$ cat src/dxc_pkg.sv
// Constants, field layouts and carrier types of the extended command executor.
// Assumes one 125 MHz clock domain shared with the host-side command logic.
package dxc_pkg;

  // ----------------------------------------------------------------
  // Command codes and parameter counts
  // ----------------------------------------------------------------
  localparam logic [3:0]  CMD_WRITE       = 4'h2;
  localparam logic [3:0]  CMD_READ        = 4'h3;
  localparam logic [3:0]  CMD_SET_MODE    = 4'h4;
  localparam logic [3:0]  CMD_STATUS      = 4'h5;
  localparam logic [3:0]  CMD_WRITE_DEL   = 4'h6;

  localparam logic [2:0]  NPARAM_ONE      = 3'h1;
  localparam logic [2:0]  NPARAM_DIRECT   = 3'h5;
  localparam logic [2:0]  NPARAM_DIR_XA   = 3'h6;

  localparam logic [2:0]  PIDX_UNIT       = 3'h0;
  localparam logic [2:0]  PIDX_POS_HI     = 3'h1;
  localparam logic [2:0]  PIDX_POS_LO     = 3'h2;
  localparam logic [2:0]  PIDX_COUNT      = 3'h3;
  localparam logic [2:0]  PIDX_BUF_LO     = 3'h4;
  localparam logic [2:0]  PIDX_BUF_HI     = 3'h5;

  // Required value of the mode word (plain default)
  localparam logic [15:0] MODE_WORD_COMPAT = 16'h0001;

  // ----------------------------------------------------------------
  // Geometry and widths
  // ----------------------------------------------------------------
  localparam int          ADDR_W          = 22;
  localparam int          BUF_HI_W        = 6;
  localparam logic [15:0] SECTOR_WORDS    = 16'h0100;
  localparam logic [7:0]  SECTORS_PER_TRK = 8'h1A;
  localparam logic [7:0]  HEADS           = 8'h02;
  localparam logic [7:0]  FIRST_SECTOR    = 8'h01;
  localparam logic [15:0] ONE_W           = 16'h0001;
  localparam logic [7:0]  ONE_B           = 8'h01;
  localparam logic [ADDR_W-1:0] ONE_A     = 22'h00_0001;

  // ----------------------------------------------------------------
  // Error codes
  // ----------------------------------------------------------------
  localparam logic [2:0]  ERR_NONE        = 3'h0;
  localparam logic [2:0]  ERR_SEEK        = 3'h1;
  localparam logic [2:0]  ERR_CYL         = 3'h2;
  localparam logic [2:0]  ERR_DISK        = 3'h3;
  localparam logic [2:0]  ERR_MODE        = 3'h4;
  localparam logic [2:0]  ERR_CMD         = 3'h5;
  localparam logic [2:0]  ERR_MEDIA       = 3'h6;

  // ----------------------------------------------------------------
  // Carrier types
  // ----------------------------------------------------------------
  typedef struct packed {
    logic [15:0] cyl;
    logic [7:0]  head;
    logic [7:0]  sector;
  } dxc_pos_t;

  typedef struct packed {
    logic       error;
    logic [2:0] err_code;
    logic       compat_mode;
    logic       floppy;
    logic       ready;
    logic [6:0] zero;
    logic [1:0] unit;
  } dxc_status_t;

  typedef enum logic [3:0] {
    ST_IDLE   = 4'b0000,
    ST_PARAM  = 4'b0001,
    ST_DECODE = 4'b0010,
    ST_SEEK   = 4'b0011,
    ST_VERIFY = 4'b0100,
    ST_FIND   = 4'b0101,
    ST_MEM    = 4'b0110,
    ST_DSK    = 4'b0111,
    ST_FILL   = 4'b1000,
    ST_NEXT   = 4'b1001,
    ST_FINISH = 4'b1010,
    ST_DONE   = 4'b1011
  } dxc_state_t;

endpackage : dxc_pkg

$ cat src/dxc_executor.sv
// Extended-mode command executor: parameters in, seek/verify/find, DMA word moves.
// Assumes host, memory port and formatter all run on ref_clk with valid/ack handshakes.
//
// Notes on behaviour
// - Code 0010 copies the counted words from host memory onto the disk.
// - Code 0011 copies the counted words from disk into host memory.
// - Every direct transfer with a nonzero count, except code 0110 on a fixed unit, seeks, checks the read cylinder, then finds the sector.
// - Position is physical when physical select is 1, else logical.
// - Sixth parameter carries high buffer address only with extended address flag.
// - Running past a cylinder's end steps to the next cylinder automatically.
// - A write ending mid-sector pads the sector with zeros.
// - Direct write ends on error or full count; done, error if faulted.
// - Direct read ends on count exhausted or error; done, error if faulted.
// - Status word is in the data buffer register before done rises.
// - Wrong mode word ends with error and keeps the current mode.
// - Correct mode word enters compatible mode and ends with done.
// - Code 0101 refreshes status, writes the buffer register, then done.
// - Status read never raises the error flag.
// - Code 0110 is a direct write recorded with deleted-data marks; on a fixed unit it ends with a media error.
// - Write data is fetched from host memory starting at the buffer address.
// - Commands behave alike on floppy and fixed units unless stated.
`timescale 1ns/10ps
module dxc_executor
  import dxc_pkg::*;
(
  input  wire logic        ref_clk,
  input  wire logic        reset,
  // Host command side
  input  wire logic        cmd_valid,
  input  wire logic [3:0]  cmd_code,
  input  wire logic        param_valid,
  input  wire logic [15:0] param_data,
  input  wire logic        physical_address_select,
  input  wire logic        extended_address_flag,
  input  wire logic [3:0]  unit_is_floppy,
  input  wire logic [3:0]  unit_ready,
  output logic             busy,
  output logic             done,
  output logic             error,
  output logic [15:0]      data_buffer_register,
  output logic             compat_mode,
  // Host memory DMA port
  output logic             mem_req,
  output logic             mem_we,
  output logic [ADDR_W-1:0] mem_addr,
  output logic [15:0]      mem_wdata,
  input  wire logic        mem_ack,
  input  wire logic [15:0] mem_rdata,
  // Formatter side
  output logic             seek_req,
  output logic [1:0]       seek_unit,
  output dxc_pos_t         seek_pos,
  input  wire logic        seek_ack,
  input  wire logic        seek_fail,
  input  wire logic        id_valid,
  input  wire logic [15:0] id_cyl,
  output logic             find_req,
  input  wire logic        find_ack,
  output logic             dsk_wr_valid,
  output logic [15:0]      dsk_wr_data,
  output logic             dsk_wr_deleted,
  input  wire logic        dsk_wr_ready,
  input  wire logic        dsk_rd_valid,
  input  wire logic [15:0] dsk_rd_data,
  output logic             dsk_rd_ready,
  input  wire logic        dsk_error
);

  // ----------------------------------------------------------------
  // State and working registers
  // ----------------------------------------------------------------
  dxc_state_t        state_r;
  logic [3:0]        code_r;
  logic [2:0]        pidx_r;
  logic [2:0]        pneed_r;
  logic [1:0]        unit_r;
  logic [15:0]       pos_hi_r;
  logic [15:0]       pos_lo_r;
  logic              phys_r;
  logic [15:0]       count_r;
  logic [15:0]       secw_r;
  logic [ADDR_W-1:0] addr_r;
  logic              xa_r;
  logic [15:0]       mode_word_r;
  logic              err_r;
  logic [2:0]        ecode_r;
  logic              compat_r;
  logic [15:0]       dbr_r;
  logic              done_r;
  logic              mem_req_r;
  logic              mem_we_r;
  logic [15:0]       word_r;
  logic              seek_req_r;
  logic              find_req_r;
  logic              dwv_r;
  logic              drr_r;
  logic              busy_r;
  logic              del_r;
  dxc_pos_t          pos_r;

  // ----------------------------------------------------------------
  // Decode
  // ----------------------------------------------------------------
  dxc_pos_t    pos_map;
  dxc_pos_t    pos_adv;
  dxc_status_t status_now;
  logic        is_write;
  logic        is_direct;
  logic        floppy_sel;
  logic        cmd_take;
  logic        param_take;
  logic        last_param;
  logic        mem_done;
  logic        dwr_done;
  logic        drd_done;
  logic        sec_end;
  logic        count_end;
  logic        fault_in;
  logic        disk_phase;
  logic        head_wrap;
  logic        sec_wrap;

  dxc_pos_map u_pos_map (
    .pos_hi   (pos_hi_r),
    .pos_lo   (pos_lo_r),
    .physical (phys_r),
    .pos      (pos_map)
  );

  assign is_write   = (code_r == CMD_WRITE) || (code_r == CMD_WRITE_DEL);
  assign is_direct  = is_write || (code_r == CMD_READ);
  assign floppy_sel = unit_is_floppy[unit_r];
  assign cmd_take   = (state_r == ST_IDLE) && cmd_valid;
  assign param_take = (state_r == ST_PARAM) && param_valid;
  assign last_param = param_take && (pidx_r + 3'h1 == pneed_r);
  assign mem_done   = mem_req_r && mem_ack;
  assign dwr_done   = dwv_r && dsk_wr_ready;
  assign drd_done   = drr_r && dsk_rd_valid;
  assign sec_end    = (secw_r + ONE_W == SECTOR_WORDS);
  assign count_end  = (count_r == ONE_W);
  assign fault_in   = dsk_error && disk_phase;
  assign disk_phase = (state_r == ST_FIND) || (state_r == ST_MEM) || (state_r == ST_DSK) ||
                      (state_r == ST_FILL) || (state_r == ST_VERIFY);

  // Next sector, head and cylinder in turn
  assign sec_wrap       = (pos_r.sector == SECTORS_PER_TRK + FIRST_SECTOR - ONE_B);
  assign head_wrap      = (pos_r.head + ONE_B == HEADS);
  assign pos_adv.sector = sec_wrap ? FIRST_SECTOR : pos_r.sector + ONE_B;
  assign pos_adv.head   = !sec_wrap ? pos_r.head : (head_wrap ? 8'h00 : pos_r.head + ONE_B);
  assign pos_adv.cyl    = (sec_wrap && head_wrap) ? pos_r.cyl + ONE_W : pos_r.cyl;

  // Status word, refreshed from live inputs each time it is captured
  assign status_now.error       = err_r;
  assign status_now.err_code    = ecode_r;
  assign status_now.compat_mode = compat_r;
  assign status_now.floppy      = floppy_sel;
  assign status_now.ready       = unit_ready[unit_r];
  assign status_now.zero        = 7'h00;
  assign status_now.unit        = unit_r;

  // ----------------------------------------------------------------
  // Command and parameter capture
  // ----------------------------------------------------------------
  always_ff @(posedge ref_clk or posedge reset) begin
    if (reset) begin
      code_r  <= 4'h0;
      pneed_r <= 3'h0;
      pidx_r  <= 3'h0;
      xa_r    <= 1'b0;
      phys_r  <= 1'b0;
      del_r   <= 1'b0;
    end else if (cmd_take) begin
      code_r  <= cmd_code;
      del_r   <= (cmd_code == CMD_WRITE_DEL);
      pidx_r  <= 3'h0;
      xa_r    <= extended_address_flag;
      phys_r  <= physical_address_select;
      if (cmd_code == CMD_WRITE || cmd_code == CMD_READ || cmd_code == CMD_WRITE_DEL) begin
        pneed_r <= extended_address_flag ? NPARAM_DIR_XA : NPARAM_DIRECT;
      end else begin
        pneed_r <= NPARAM_ONE;
      end
    end else if (param_take) begin
      pidx_r <= pidx_r + 3'h1;
    end
  end

  always_ff @(posedge ref_clk or posedge reset) begin
    if (reset) begin
      unit_r      <= 2'h0;
      pos_hi_r    <= 16'h0000;
      pos_lo_r    <= 16'h0000;
      mode_word_r <= 16'h0000;
    end else if (param_take) begin
      unique case (pidx_r)
        PIDX_UNIT: begin
          unit_r      <= param_data[1:0];
          mode_word_r <= param_data;
        end
        PIDX_POS_HI: pos_hi_r <= param_data;
        PIDX_POS_LO: pos_lo_r <= param_data;
        default: ;
      endcase
    end
  end

  // ----------------------------------------------------------------
  // Main sequencer
  // ----------------------------------------------------------------
  always_ff @(posedge ref_clk or posedge reset) begin
    if (reset) begin
      state_r <= ST_IDLE;
      err_r   <= 1'b0;
      ecode_r <= ERR_NONE;
    end else begin
      unique case (state_r)
        ST_IDLE: begin
          if (cmd_take) begin
            state_r <= ST_PARAM;
            err_r   <= 1'b0;
            ecode_r <= ERR_NONE;
          end
        end
        ST_PARAM: if (last_param) state_r <= ST_DECODE;
        ST_DECODE: begin
          if (code_r == CMD_STATUS) begin
            state_r <= ST_FINISH;
          end else if (code_r == CMD_SET_MODE) begin
            if (mode_word_r != MODE_WORD_COMPAT) begin
              err_r   <= 1'b1;
              ecode_r <= ERR_MODE;
            end
            state_r <= ST_FINISH;
          end else if (!is_direct) begin
            err_r   <= 1'b1;
            ecode_r <= ERR_CMD;
            state_r <= ST_FINISH;
          end else if (code_r == CMD_WRITE_DEL && !floppy_sel) begin
            err_r   <= 1'b1;
            ecode_r <= ERR_MEDIA;
            state_r <= ST_FINISH;
          end else if (count_r == 16'h0000) begin
            state_r <= ST_FINISH;
          end else begin
            state_r <= ST_SEEK;
          end
        end
        ST_SEEK: begin
          if (seek_req_r && seek_fail) begin
            err_r   <= 1'b1;
            ecode_r <= ERR_SEEK;
            state_r <= ST_FINISH;
          end else if (seek_req_r && seek_ack) begin
            state_r <= ST_VERIFY;
          end
        end
        ST_VERIFY: begin
          if (fault_in) begin
            err_r   <= 1'b1;
            ecode_r <= ERR_DISK;
            state_r <= ST_FINISH;
          end else if (id_valid && id_cyl != pos_r.cyl) begin
            err_r   <= 1'b1;
            ecode_r <= ERR_CYL;
            state_r <= ST_FINISH;
          end else if (id_valid) begin
            state_r <= ST_FIND;
          end
        end
        ST_FIND: begin
          if (fault_in) begin
            err_r   <= 1'b1;
            ecode_r <= ERR_DISK;
            state_r <= ST_FINISH;
          end else if (find_req_r && find_ack) begin
            state_r <= is_write ? ST_MEM : ST_DSK;
          end
        end
        ST_MEM, ST_DSK, ST_FILL: begin
          if (fault_in) begin
            err_r   <= 1'b1;
            ecode_r <= ERR_DISK;
            state_r <= ST_FINISH;
          end else if (state_r == ST_MEM && mem_done) begin
            if (is_write) begin
              state_r <= ST_DSK;
            end else if (count_end) begin
              state_r <= ST_FINISH;
            end else begin
              state_r <= sec_end ? ST_NEXT : ST_DSK;
            end
          end else if (state_r == ST_DSK && drd_done) begin
            state_r <= ST_MEM;
          end else if ((state_r == ST_DSK && dwr_done) || (state_r == ST_FILL && dwr_done)) begin
            if (sec_end) begin
              state_r <= (count_end || state_r == ST_FILL) ? ST_FINISH : ST_NEXT;
            end else if (state_r == ST_DSK && count_end) begin
              state_r <= ST_FILL;
            end else if (state_r == ST_DSK) begin
              state_r <= ST_MEM;
            end
          end
        end
        ST_NEXT: state_r <= (pos_adv.cyl != pos_r.cyl) ? ST_SEEK : ST_FIND;
        ST_FINISH: state_r <= ST_DONE;
        ST_DONE: state_r <= ST_IDLE;
        default: state_r <= ST_IDLE;
      endcase
    end
  end

  // ----------------------------------------------------------------
  // Position, counts and buffer address
  // ----------------------------------------------------------------
  always_ff @(posedge ref_clk or posedge reset) begin
    if (reset) begin
      pos_r   <= '0;
      count_r <= 16'h0000;
      secw_r  <= 16'h0000;
      addr_r  <= '0;
    end else begin
      if (param_take && pidx_r == PIDX_COUNT) count_r <= param_data;
      if (param_take && pidx_r == PIDX_BUF_LO) addr_r[15:0] <= param_data;
      if (param_take && pidx_r == PIDX_BUF_LO && !xa_r) addr_r[ADDR_W-1:16] <= '0;
      if (param_take && pidx_r == PIDX_BUF_HI) addr_r[ADDR_W-1:16] <= param_data[BUF_HI_W-1:0];
      if (state_r == ST_DECODE) begin
        pos_r  <= pos_map;
        secw_r <= 16'h0000;
      end
      if (state_r == ST_NEXT) begin
        pos_r  <= pos_adv;
        secw_r <= 16'h0000;
      end
      if (mem_done) addr_r <= addr_r + ONE_A;
      if ((mem_done && !is_write) || (dwr_done && state_r == ST_DSK)) begin
        count_r <= count_r - ONE_W;
        secw_r  <= secw_r + ONE_W;
      end
      if (dwr_done && state_r == ST_FILL) secw_r <= secw_r + ONE_W;
    end
  end

  // ----------------------------------------------------------------
  // Handshake outputs toward memory and formatter
  // ----------------------------------------------------------------
  always_ff @(posedge ref_clk or posedge reset) begin
    if (reset) begin
      mem_req_r  <= 1'b0;
      mem_we_r   <= 1'b0;
      seek_req_r <= 1'b0;
      find_req_r <= 1'b0;
      dwv_r      <= 1'b0;
      drr_r      <= 1'b0;
      word_r     <= 16'h0000;
    end else begin
      mem_req_r  <= (state_r == ST_MEM) && !mem_done && !fault_in;
      mem_we_r   <= !is_write;
      seek_req_r <= (state_r == ST_SEEK) && !(seek_req_r && (seek_ack || seek_fail));
      find_req_r <= (state_r == ST_FIND) && !(find_req_r && find_ack) && !fault_in;
      dwv_r      <= ((state_r == ST_DSK && is_write) || state_r == ST_FILL) && !dwr_done && !fault_in;
      drr_r      <= (state_r == ST_DSK && !is_write) && !drd_done && !fault_in;
      if (mem_done && is_write) word_r <= mem_rdata;
      if (drd_done) word_r <= dsk_rd_data;
      if (state_r == ST_FILL) word_r <= 16'h0000;
    end
  end

  // ----------------------------------------------------------------
  // Completion, status word and mode
  // ----------------------------------------------------------------
  always_ff @(posedge ref_clk or posedge reset) begin
    if (reset) begin
      dbr_r    <= 16'h0000;
      done_r   <= 1'b0;
      busy_r   <= 1'b0;
      compat_r <= 1'b0;
    end else begin
      if (state_r == ST_DECODE && code_r == CMD_SET_MODE && mode_word_r == MODE_WORD_COMPAT) begin
        compat_r <= 1'b1;
      end
      if (state_r == ST_FINISH) dbr_r <= status_now;
      if (cmd_take) begin
        done_r <= 1'b0;
        busy_r <= 1'b1;
      end else if (state_r == ST_DONE) begin
        done_r <= 1'b1;
        busy_r <= 1'b0;
      end
    end
  end

  assign busy                 = busy_r;
  assign done                 = done_r;
  assign error                = dbr_r[15];
  assign data_buffer_register = dbr_r;
  assign compat_mode          = compat_r;
  assign mem_req              = mem_req_r;
  assign mem_we               = mem_we_r;
  assign mem_addr             = addr_r;
  assign mem_wdata            = word_r;
  assign seek_req             = seek_req_r;
  assign seek_unit            = unit_r;
  assign seek_pos             = pos_r;
  assign find_req             = find_req_r;
  assign dsk_wr_valid         = dwv_r;
  assign dsk_wr_data          = word_r;
  assign dsk_wr_deleted       = del_r;
  assign dsk_rd_ready         = drr_r;

endmodule : dxc_executor

$ cat src/dxc_pos_map.sv
// Disk position decoder: turns the two position words into cylinder/head/sector.
// Assumes the caller registers the result; purely combinational.
`timescale 1ns/10ps
module dxc_pos_map
  import dxc_pkg::*;
(
  input  wire logic [15:0] pos_hi,
  input  wire logic [15:0] pos_lo,
  input  wire logic        physical,
  output dxc_pos_t         pos
);

  // ----------------------------------------------------------------
  // Logical block split
  // ----------------------------------------------------------------
  logic [31:0] lba;
  logic [31:0] track;
  logic [31:0] sec_idx;
  logic [31:0] head_idx;
  logic [31:0] cyl_idx;

  assign lba      = {pos_hi, pos_lo};
  assign track    = lba / {24'h00_0000, SECTORS_PER_TRK};
  assign sec_idx  = lba % {24'h00_0000, SECTORS_PER_TRK};
  assign head_idx = track % {24'h00_0000, HEADS};
  assign cyl_idx  = track / {24'h00_0000, HEADS};

  // Physical: high word cylinder, low word head and sector
  assign pos.cyl    = physical ? pos_hi       : cyl_idx[15:0];
  assign pos.head   = physical ? pos_lo[15:8] : head_idx[7:0];
  assign pos.sector = physical ? pos_lo[7:0]  : sec_idx[7:0] + FIRST_SECTOR;

endmodule : dxc_pos_map

$ cat config.mk
export PLATFORM = sky130hd
export DESIGN_NAME = dxc_executor
export DESIGN_NICKNAME = d
export VERILOG_FILES = /design/src/dxc_pkg.sv /design/src/dxc_executor.sv /design/src/dxc_pos_map.sv
export SDC_FILE = /design/constraint.sdc
export NUM_CORES = 1
export LEC_CHECK = 0
export BUFFER_PORTS_ARGS = -buffer_cell sky130_fd_sc_hd__buf_4
export CAP_MARGIN = 20
export CORE_ASPECT_RATIO = 0.75
export CORE_MARGIN = 5
export CORE_UTILIZATION = 40
export CTS_CLUSTER_SIZE = 40
export DETAILED_ROUTE_END_ITERATION = 8
export PLACE_DENSITY_LB_ADDON = 0.12
export SYNTH_ARGS = -nofsm -noshare
export SYNTH_HDL_FRONTEND = slang
export SYNTH_SLANG_ARGS = --single-unit
$ cat constraint.sdc
create_clock -name ref_clk -period 15.33 [get_ports ref_clk]
set_input_delay 0 -clock ref_clk [delete_from_list [all_inputs] [get_ports ref_clk]]
set_output_delay 0 -clock ref_clk [all_outputs]
set_load 0.02 [all_outputs]
==> impl_metrics.env, run 1 <==
export IMPL_wl_per_cell_um=20.6
export IMPL_path_buf_inv=18
export IMPL_hold_violations=0
export IMPL_fp_coreArea_um2=45700
export IMPL_ios=205
export IMPL_overflow=0
export IMPL_grt_first_pass_wirelength_um=111000
export IMPL_synth_flop_cell="dfrtp_1"
export IMPL_seq_area_frac_synth_pct=25.8
export IMPL_cp_start_kind="flop"
export IMPL_stdcell_count=3589
export IMPL_postRouteAntennaNets=0
export IMPL_dp_cells=3359
export IMPL_antenna_cells=0
export IMPL_clockBufferDepth=2
export IMPL_critPathMaxStageDelay_ps=510
export IMPL_slew_violations=0
export IMPL_die_w_um=257
export IMPL_insertion_delay_ps=460
export IMPL_drt_initial_drc_count=2046
export IMPL_outcome="complete, but fails checks"
export IMPL_ys_warn_count=0
export IMPL_postSynth_asyncResetShare_pct=100
export IMPL_setup_viol=1
export IMPL_grt_pass1_vias=19800
export IMPL_ys_types=133
export IMPL_fmax_ghz=0.0652
export IMPL_layout_common_cells="buf_4, nand2_1, nor2_1"
export IMPL_cp_depth=72
export IMPL_worstHoldPathType="input port to flop"
export IMPL_wirelength_um=73800
export IMPL_routed_via_count=21700
export IMPL_synth_top_cell_by_area="dfrtp_1"
export IMPL_period_minus_slack_ps=15340
export IMPL_finalClockSkew_ps=17.5
export IMPL_syn_instance_count=2305
export IMPL_via_per_inst=6.04
export IMPL_rr_worst_depth=72
export IMPL_place_port_buffers=197
export IMPL_clock_sinks=189
export IMPL_end_kind="flop"
export IMPL_post_route_drc_count=0
export IMPL_cp_common_cell="buf_4"
export IMPL_htreeDepth=4
export IMPL_cts_buffers=17
export IMPL_grtUsageTotal_pct=26.6
export IMPL_crit_type="flop to flop"
export IMPL_path_max_fanout=13
export IMPL_final_util_pct=60.2
export IMPL_syn_area_um2=18400
export IMPL_fillers=3814
export IMPL_cts_root_buf="clkbuf_16"
export IMPL_final_common_cell="buf_4"
export IMPL_dp_hpwl_um=51300
export IMPL_drive_above_1_share_pct=41.1
export IMPL_min_path_cells=3
export IMPL_netlist_area_leader_share_pct=25.8
export IMPL_nets=3089
export IMPL_postSynthRegisterBits=189
export IMPL_cp_arrival_ps=15680
export IMPL_chipHeight_um=196
export IMPL_worst_slew_pin_slew_ps=1010
export IMPL_place_gp_congestion=0.959
export IMPL_grt_max_degree=124
export IMPL_num_rows=68
export IMPL_avgSynthCellArea_um2=7.97
export IMPL_maxCapViolCount=0
export IMPL_crit_required_ps=15670
export IMPL_cts_tree="built"
export IMPL_die_area_um2=50300
export IMPL_crit_path_top_delay_cell="or4_4"
export IMPL_fin_crit_sh_pct=100
export IMPL_start_util_pct=40.2
export IMPL_critPathTopFamily="compound AO/OA/AOI/OAI gates"
export IMPL_final_setup_worst_slack_ps=-9.34
export IMPL_rsz0062_at_grt="yes"
export IMPL_slew_headroom_pct=32.5
export IMPL_synth_area_leaders="dfrtp_1, mux2_2, nor2_1, nand2_1, a21oi_1"
export IMPL_syn_to_final_growth_pct=49.8
export IMPL_clkTransAtPathRegs_ps=80
export IMPL_synth_edff_count=0
export IMPL_violations="setup timing"
export IMPL_firstDrtPassIters=7
export IMPL_antenna_found_initial=0
## timing repair
item,in CTS,in global routing
setup endpoints to repair,7,8
pin swaps,37,148
setup buffers,22,115
hold buffers,64,0
gates resized for setup,120,307
endpoints found under the hold margin,239,0
gates cloned,0,2
## flip-flops by register name, summed over array words and instances, names as in the netlist, 3 cells and up
name                  cells
data_buffer_register      9
pos_lo_r                 16
code_r                    4
state_r                   4
mem_addr                 22
count_r                  16
ecode_r                   3
seek_pos                 32
pneed_r                   3
pidx_r                    3
pos_hi_r                 16
dsk_wr_data              16
secw_r                   16
mode_word_r              15
## cells in the mapped netlist (all sizes together), types with 44 or more instances
| cell type | n |
|---|---|
| a21oi | 141 |
| buf | 77 |
| nor2 | 213 |
| dfrtp | 189 |
| inv | 52 |
| nand3 | 107 |
| clkbuf | 102 |
| nor3 | 89 |
| mux2 | 74 |
| nand2 | 207 |
| a211oi | 44 |
| o21ai | 166 |
| mux2i | 50 |
| and3 | 48 |
## cell type report
| class | count | area [µm²] | area share [%] |
|---|---|---|---|
| Tap cell | 595 | 744 | 2.71 |
| Clock inverter | 13 | 121 | 0.441 |
| Sequential cell | 189 | 4730 | 17.2 |
| Multi-Input combinational cell | 1884 | 14600 | 53.0 |
| Clock buffer | 18 | 439 | 1.60 |
| Inverter | 59 | 229 | 0.832 |
| Timing Repair Buffer | 831 | 6660 | 24.2 |
## worst reg2reg max path: cells and delay by family (launching register included)
family	cells	cell delay, ps
xor+xnor	1	150
simple gates	17	3490
buf+inv	18	2850
compound gates	32	7210
mux	3	780
flops	1	450
fa+ha+maj	1	320
## metal layers
metal	global-route usage, %	routed length [µm]
met2	41.5	33700
met5	0	0
met3	3.98	4560
met1	39.3	34000
met4	5.57	1540
## worst paths after layout
kind	start	endpoint	slack, ps
worst max register to register	pos_hi_r[13]$_DFFE_PP0P_	seek_pos[3]$_DFFE_PP0P_	-9
worst min-delay path	unit_is_floppy[0]	data_buffer_register[10]$_DFFE_PP0N_	30
worst max-delay path	pos_hi_r[13]$_DFFE_PP0P_	seek_pos[3]$_DFFE_PP0P_	-9
max in group asynchronous	reset	pos_hi_r[13]$_DFFE_PP0P_	13590
min in group asynchronous	reset	dsk_wr_data[4]$_DFFE_PP0P_	260
worst min register to register	count_r[15]$_DFFE_PP0P_	count_r[15]$_DFFE_PP0P_	490
## kinds of logic (layout without fill, tap and decap cells)
group | count (synthesis) | in the layout | share of synthesized area [%]
and+or+nand+nor | 893 | 893 | 24.7
AOI/OAI and AO/OA | 768 | 768 | 31.0
buffers and inverters | 238 | 921 | 5.84
DFF | 189 | 189 | 25.8
muxes | 127 | 127 | 7.69
xor gates and xnor gates | 67 | 67 | 3.58
adders and majority gates | 22 | 22 | 1.44
other | 1 | 7 | 0.0204
## per-stage QoR
stage	setup slack (ps)	hold WS (ps)	TNS [ps]	area (µm²)
finish	-9.34	32.4	-9.34	27500
CTS	0.0906	14.0	0	25100
detailed placement	-645	216	-3570	23100
global placement	-385	214	-2000	23100
floorplan	677	107	0	18400
global route	-684	22.9	-4290	27500
Power of run 1 is left out: the tool's default activity adds up to more than one toggle a clock period on the data nets, which glitch-free logic cannot reach.
==> run 2, diff against run 1 <==
--- a/config.mk
+++ b/config.mk
@@ -9,7 +9,7 @@
 export CAP_MARGIN = 20
 export CORE_ASPECT_RATIO = 0.75
 export CORE_MARGIN = 5
-export CORE_UTILIZATION = 40
+export CORE_UTILIZATION = 29
 export CTS_CLUSTER_SIZE = 40
 export DETAILED_ROUTE_END_ITERATION = 8
 export PLACE_DENSITY_LB_ADDON = 0.12
==> run 2 against run 1 <==
Effect of this change:
- the run now ends clean
- non-clock buffer count shrank 55
- die area up 36%
- hold slack better by 28 ps
- global-route usage shrank 5.9 points
- critical path depth down 6
- maximum frequency increased by 1.0%
- wire length grew 4.6%
- register-to-register slack improved by 150 ps
- flip-flop and latch count did not move
- final cell count rose by 5.6%
- core utilization is 17 points lower
- critical path type unchanged
- critical endpoint is now seek_pos[4]$_DFFE_PP0P_
- highest routed layer unchanged
==> impl_metrics.env, run 2 (synthesis results as in run 1) <==
export IMPL_path_buf_inv=10
export IMPL_worstHoldPathType="input port to flop"
export IMPL_dp_hpwl_um=56900
export IMPL_htreeDepth=4
export IMPL_cts_tree="built"
export IMPL_setup_viol=0
export IMPL_die_w_um=301
export IMPL_cp_start_kind="flop"
export IMPL_num_rows=79
export IMPL_outcome="finished, final reports clean"
export IMPL_slew_violations=0
export IMPL_drive_above_1_share_pct=38.7
export IMPL_via_per_inst=5.65
export IMPL_design_area_um2=27100
export IMPL_layout_common_cells="buf_4, nand2_1, nor2_1"
export IMPL_die_area_um2=68500
export IMPL_cp_arrival_ps=15520
export IMPL_fmax_ghz=0.0659
export IMPL_place_gp_congestion=0.919
export IMPL_final_util_pct=43.4
export IMPL_crit_type="flop to flop"
export IMPL_post_route_drc_count=0
export IMPL_period_minus_slack_ps=15180
export IMPL_rr_worst_depth=66
export IMPL_cp_common_cell="buf_4"
export IMPL_cp_depth=66
export IMPL_ios=205
export IMPL_nets=3035
export IMPL_insertion_delay_ps=490
export IMPL_antenna_cells=0
export IMPL_fp_coreArea_um2=62400
export IMPL_seq_area_um2=4730
export IMPL_path_max_fanout=7
export IMPL_final_setup_worst_slack_ps=146
export IMPL_crit_required_ps=15670
export IMPL_rsz0062_at_grt="yes"
export IMPL_routed_via_count=21400
export IMPL_clock_sinks=189
export IMPL_grt_first_pass_wirelength_um=116000
export IMPL_syn_to_final_growth_pct=47.5
export IMPL_wl_per_cell_um=20.4
export IMPL_end_kind="flop"
export IMPL_drt_initial_drc_count=1572
export IMPL_cts_root_buf="clkbuf_16"
export IMPL_crit_path_top_delay_cell="or4_1"
export IMPL_grt_pass1_vias=20000
export IMPL_slew_headroom_pct=28.9
export IMPL_overflow=0
export IMPL_wirelength_um=77200
export IMPL_critPathTopFamily="compound AO/OA/AOI/OAI gates"
export IMPL_chipHeight_um=228
export IMPL_multi_input_area_um2=14300
export IMPL_hold_violations=0
export IMPL_start_util_pct=29.4
export IMPL_fillers=6191
export IMPL_antenna_found_initial=2
export IMPL_grtUsageTotal_pct=20.8
export IMPL_postPlaceCellArea_um2=23400
export IMPL_firstDrtPassIters=5
export IMPL_clkTransAtPathRegs_ps=80
export IMPL_worst_slew_pin_slew_ps=1070
export IMPL_postRouteAntennaNets=0
export IMPL_maxCapViolCount=0
export IMPL_finalClockSkew_ps=25.4
export IMPL_cts_buffers=17
export IMPL_clockBufferDepth=2
export IMPL_min_path_cells=5
export IMPL_grt_max_degree=72
export IMPL_place_port_buffers=197
export IMPL_fin_crit_sh_pct=99.1
export IMPL_largest_register_ffs=32
export IMPL_final_common_cell="buf_4"
export IMPL_critPathMaxStageDelay_ps=550
export IMPL_post_place_ws_ps=-530
[run 2: cell types whose count changed in the layout (fill, tap and decap cells not counted), sizes merged]
cell / change
buf: -57
clkinvlp: +2
dlygate4sd3: +2
dlymetal6s2s: +1
inv: -2
o22ai: +1
[run 2: cell type report]
type                    count  area share [%]
well taps                 850            3.93
repair buffers            776            22.8
inverters                  59           0.845
clock buffers              19            1.63
multi-input cells        1885            52.8
clock inverters            13           0.462
flip-flops and latches    189            17.5
[run 2: per-layer routing]
| metal | routed length (µm) | GRT usage (%) | part of all wire, % | vias up |
|---|---|---|---|---|
| li1 | - | - | - | 10100 |
| met1 | 37100 | 31.0 | 48 | 10500 |
| met2 | 33500 | 30.8 | 43 | 781 |
| met3 | 5100 | 4.05 | 6.6 | 94 |
| met4 | 1530 | 4.98 | 2.0 | 0 |
| met5 | 0 | 0 | 0 | - |
[run 2: metrics by stage]
stage	std cells	TNS, ps	hold WS [ps]
after floorplan	2311	0	107
after detailed placement	3609	-2920	87.5
after global routing	3791	-2150	60.1
after CTS	3716	0	21.1
final	3791	0	60.5
after global placement	3608	-1770	79.4
[run 2: worst paths after layout]
| kind | startpoint | end | slack, ps |
|---|---|---|---|
| worst max-delay path | pos_hi_r[11]$_DFFE_PP0P_ | seek_pos[4]$_DFFE_PP0P_ | 150 |
| worst min-delay path | mem_ack | mem_addr[1]$_DFFE_PP0P_ | 60 |
| worst max register to register | pos_hi_r[11]$_DFFE_PP0P_ | seek_pos[4]$_DFFE_PP0P_ | 150 |
| worst min register to register | count_r[15]$_DFFE_PP0P_ | count_r[15]$_DFFE_PP0P_ | 470 |
| max in group asynchronous | reset | pos_hi_r[10]$_DFFE_PP0P_ | 13910 |
| min in group asynchronous | reset | dsk_wr_data[6]$_DFFE_PP0P_ | 120 |
[run 2: what timing repair did]
| item | CTS | global route |
|---|---|---|
| setup endpoints to repair | 7 | 8 |
| buffers inserted | 9 | 73 |
| hold endpoints to repair | 189 | 0 |
| gates resized for setup | 60 | 290 |
| pin swaps | 25 | 140 |
| gates cloned | 0 | 3 |
| hold buffers | 66 | 0 |
[run 2: worst min-delay path: stages]
cell     delay (ps)
buf_4            80
nand2_1          40
buf_4           210
nor2_1          120
a31oi_1          50
Power of run 2 is left out for the same reason.
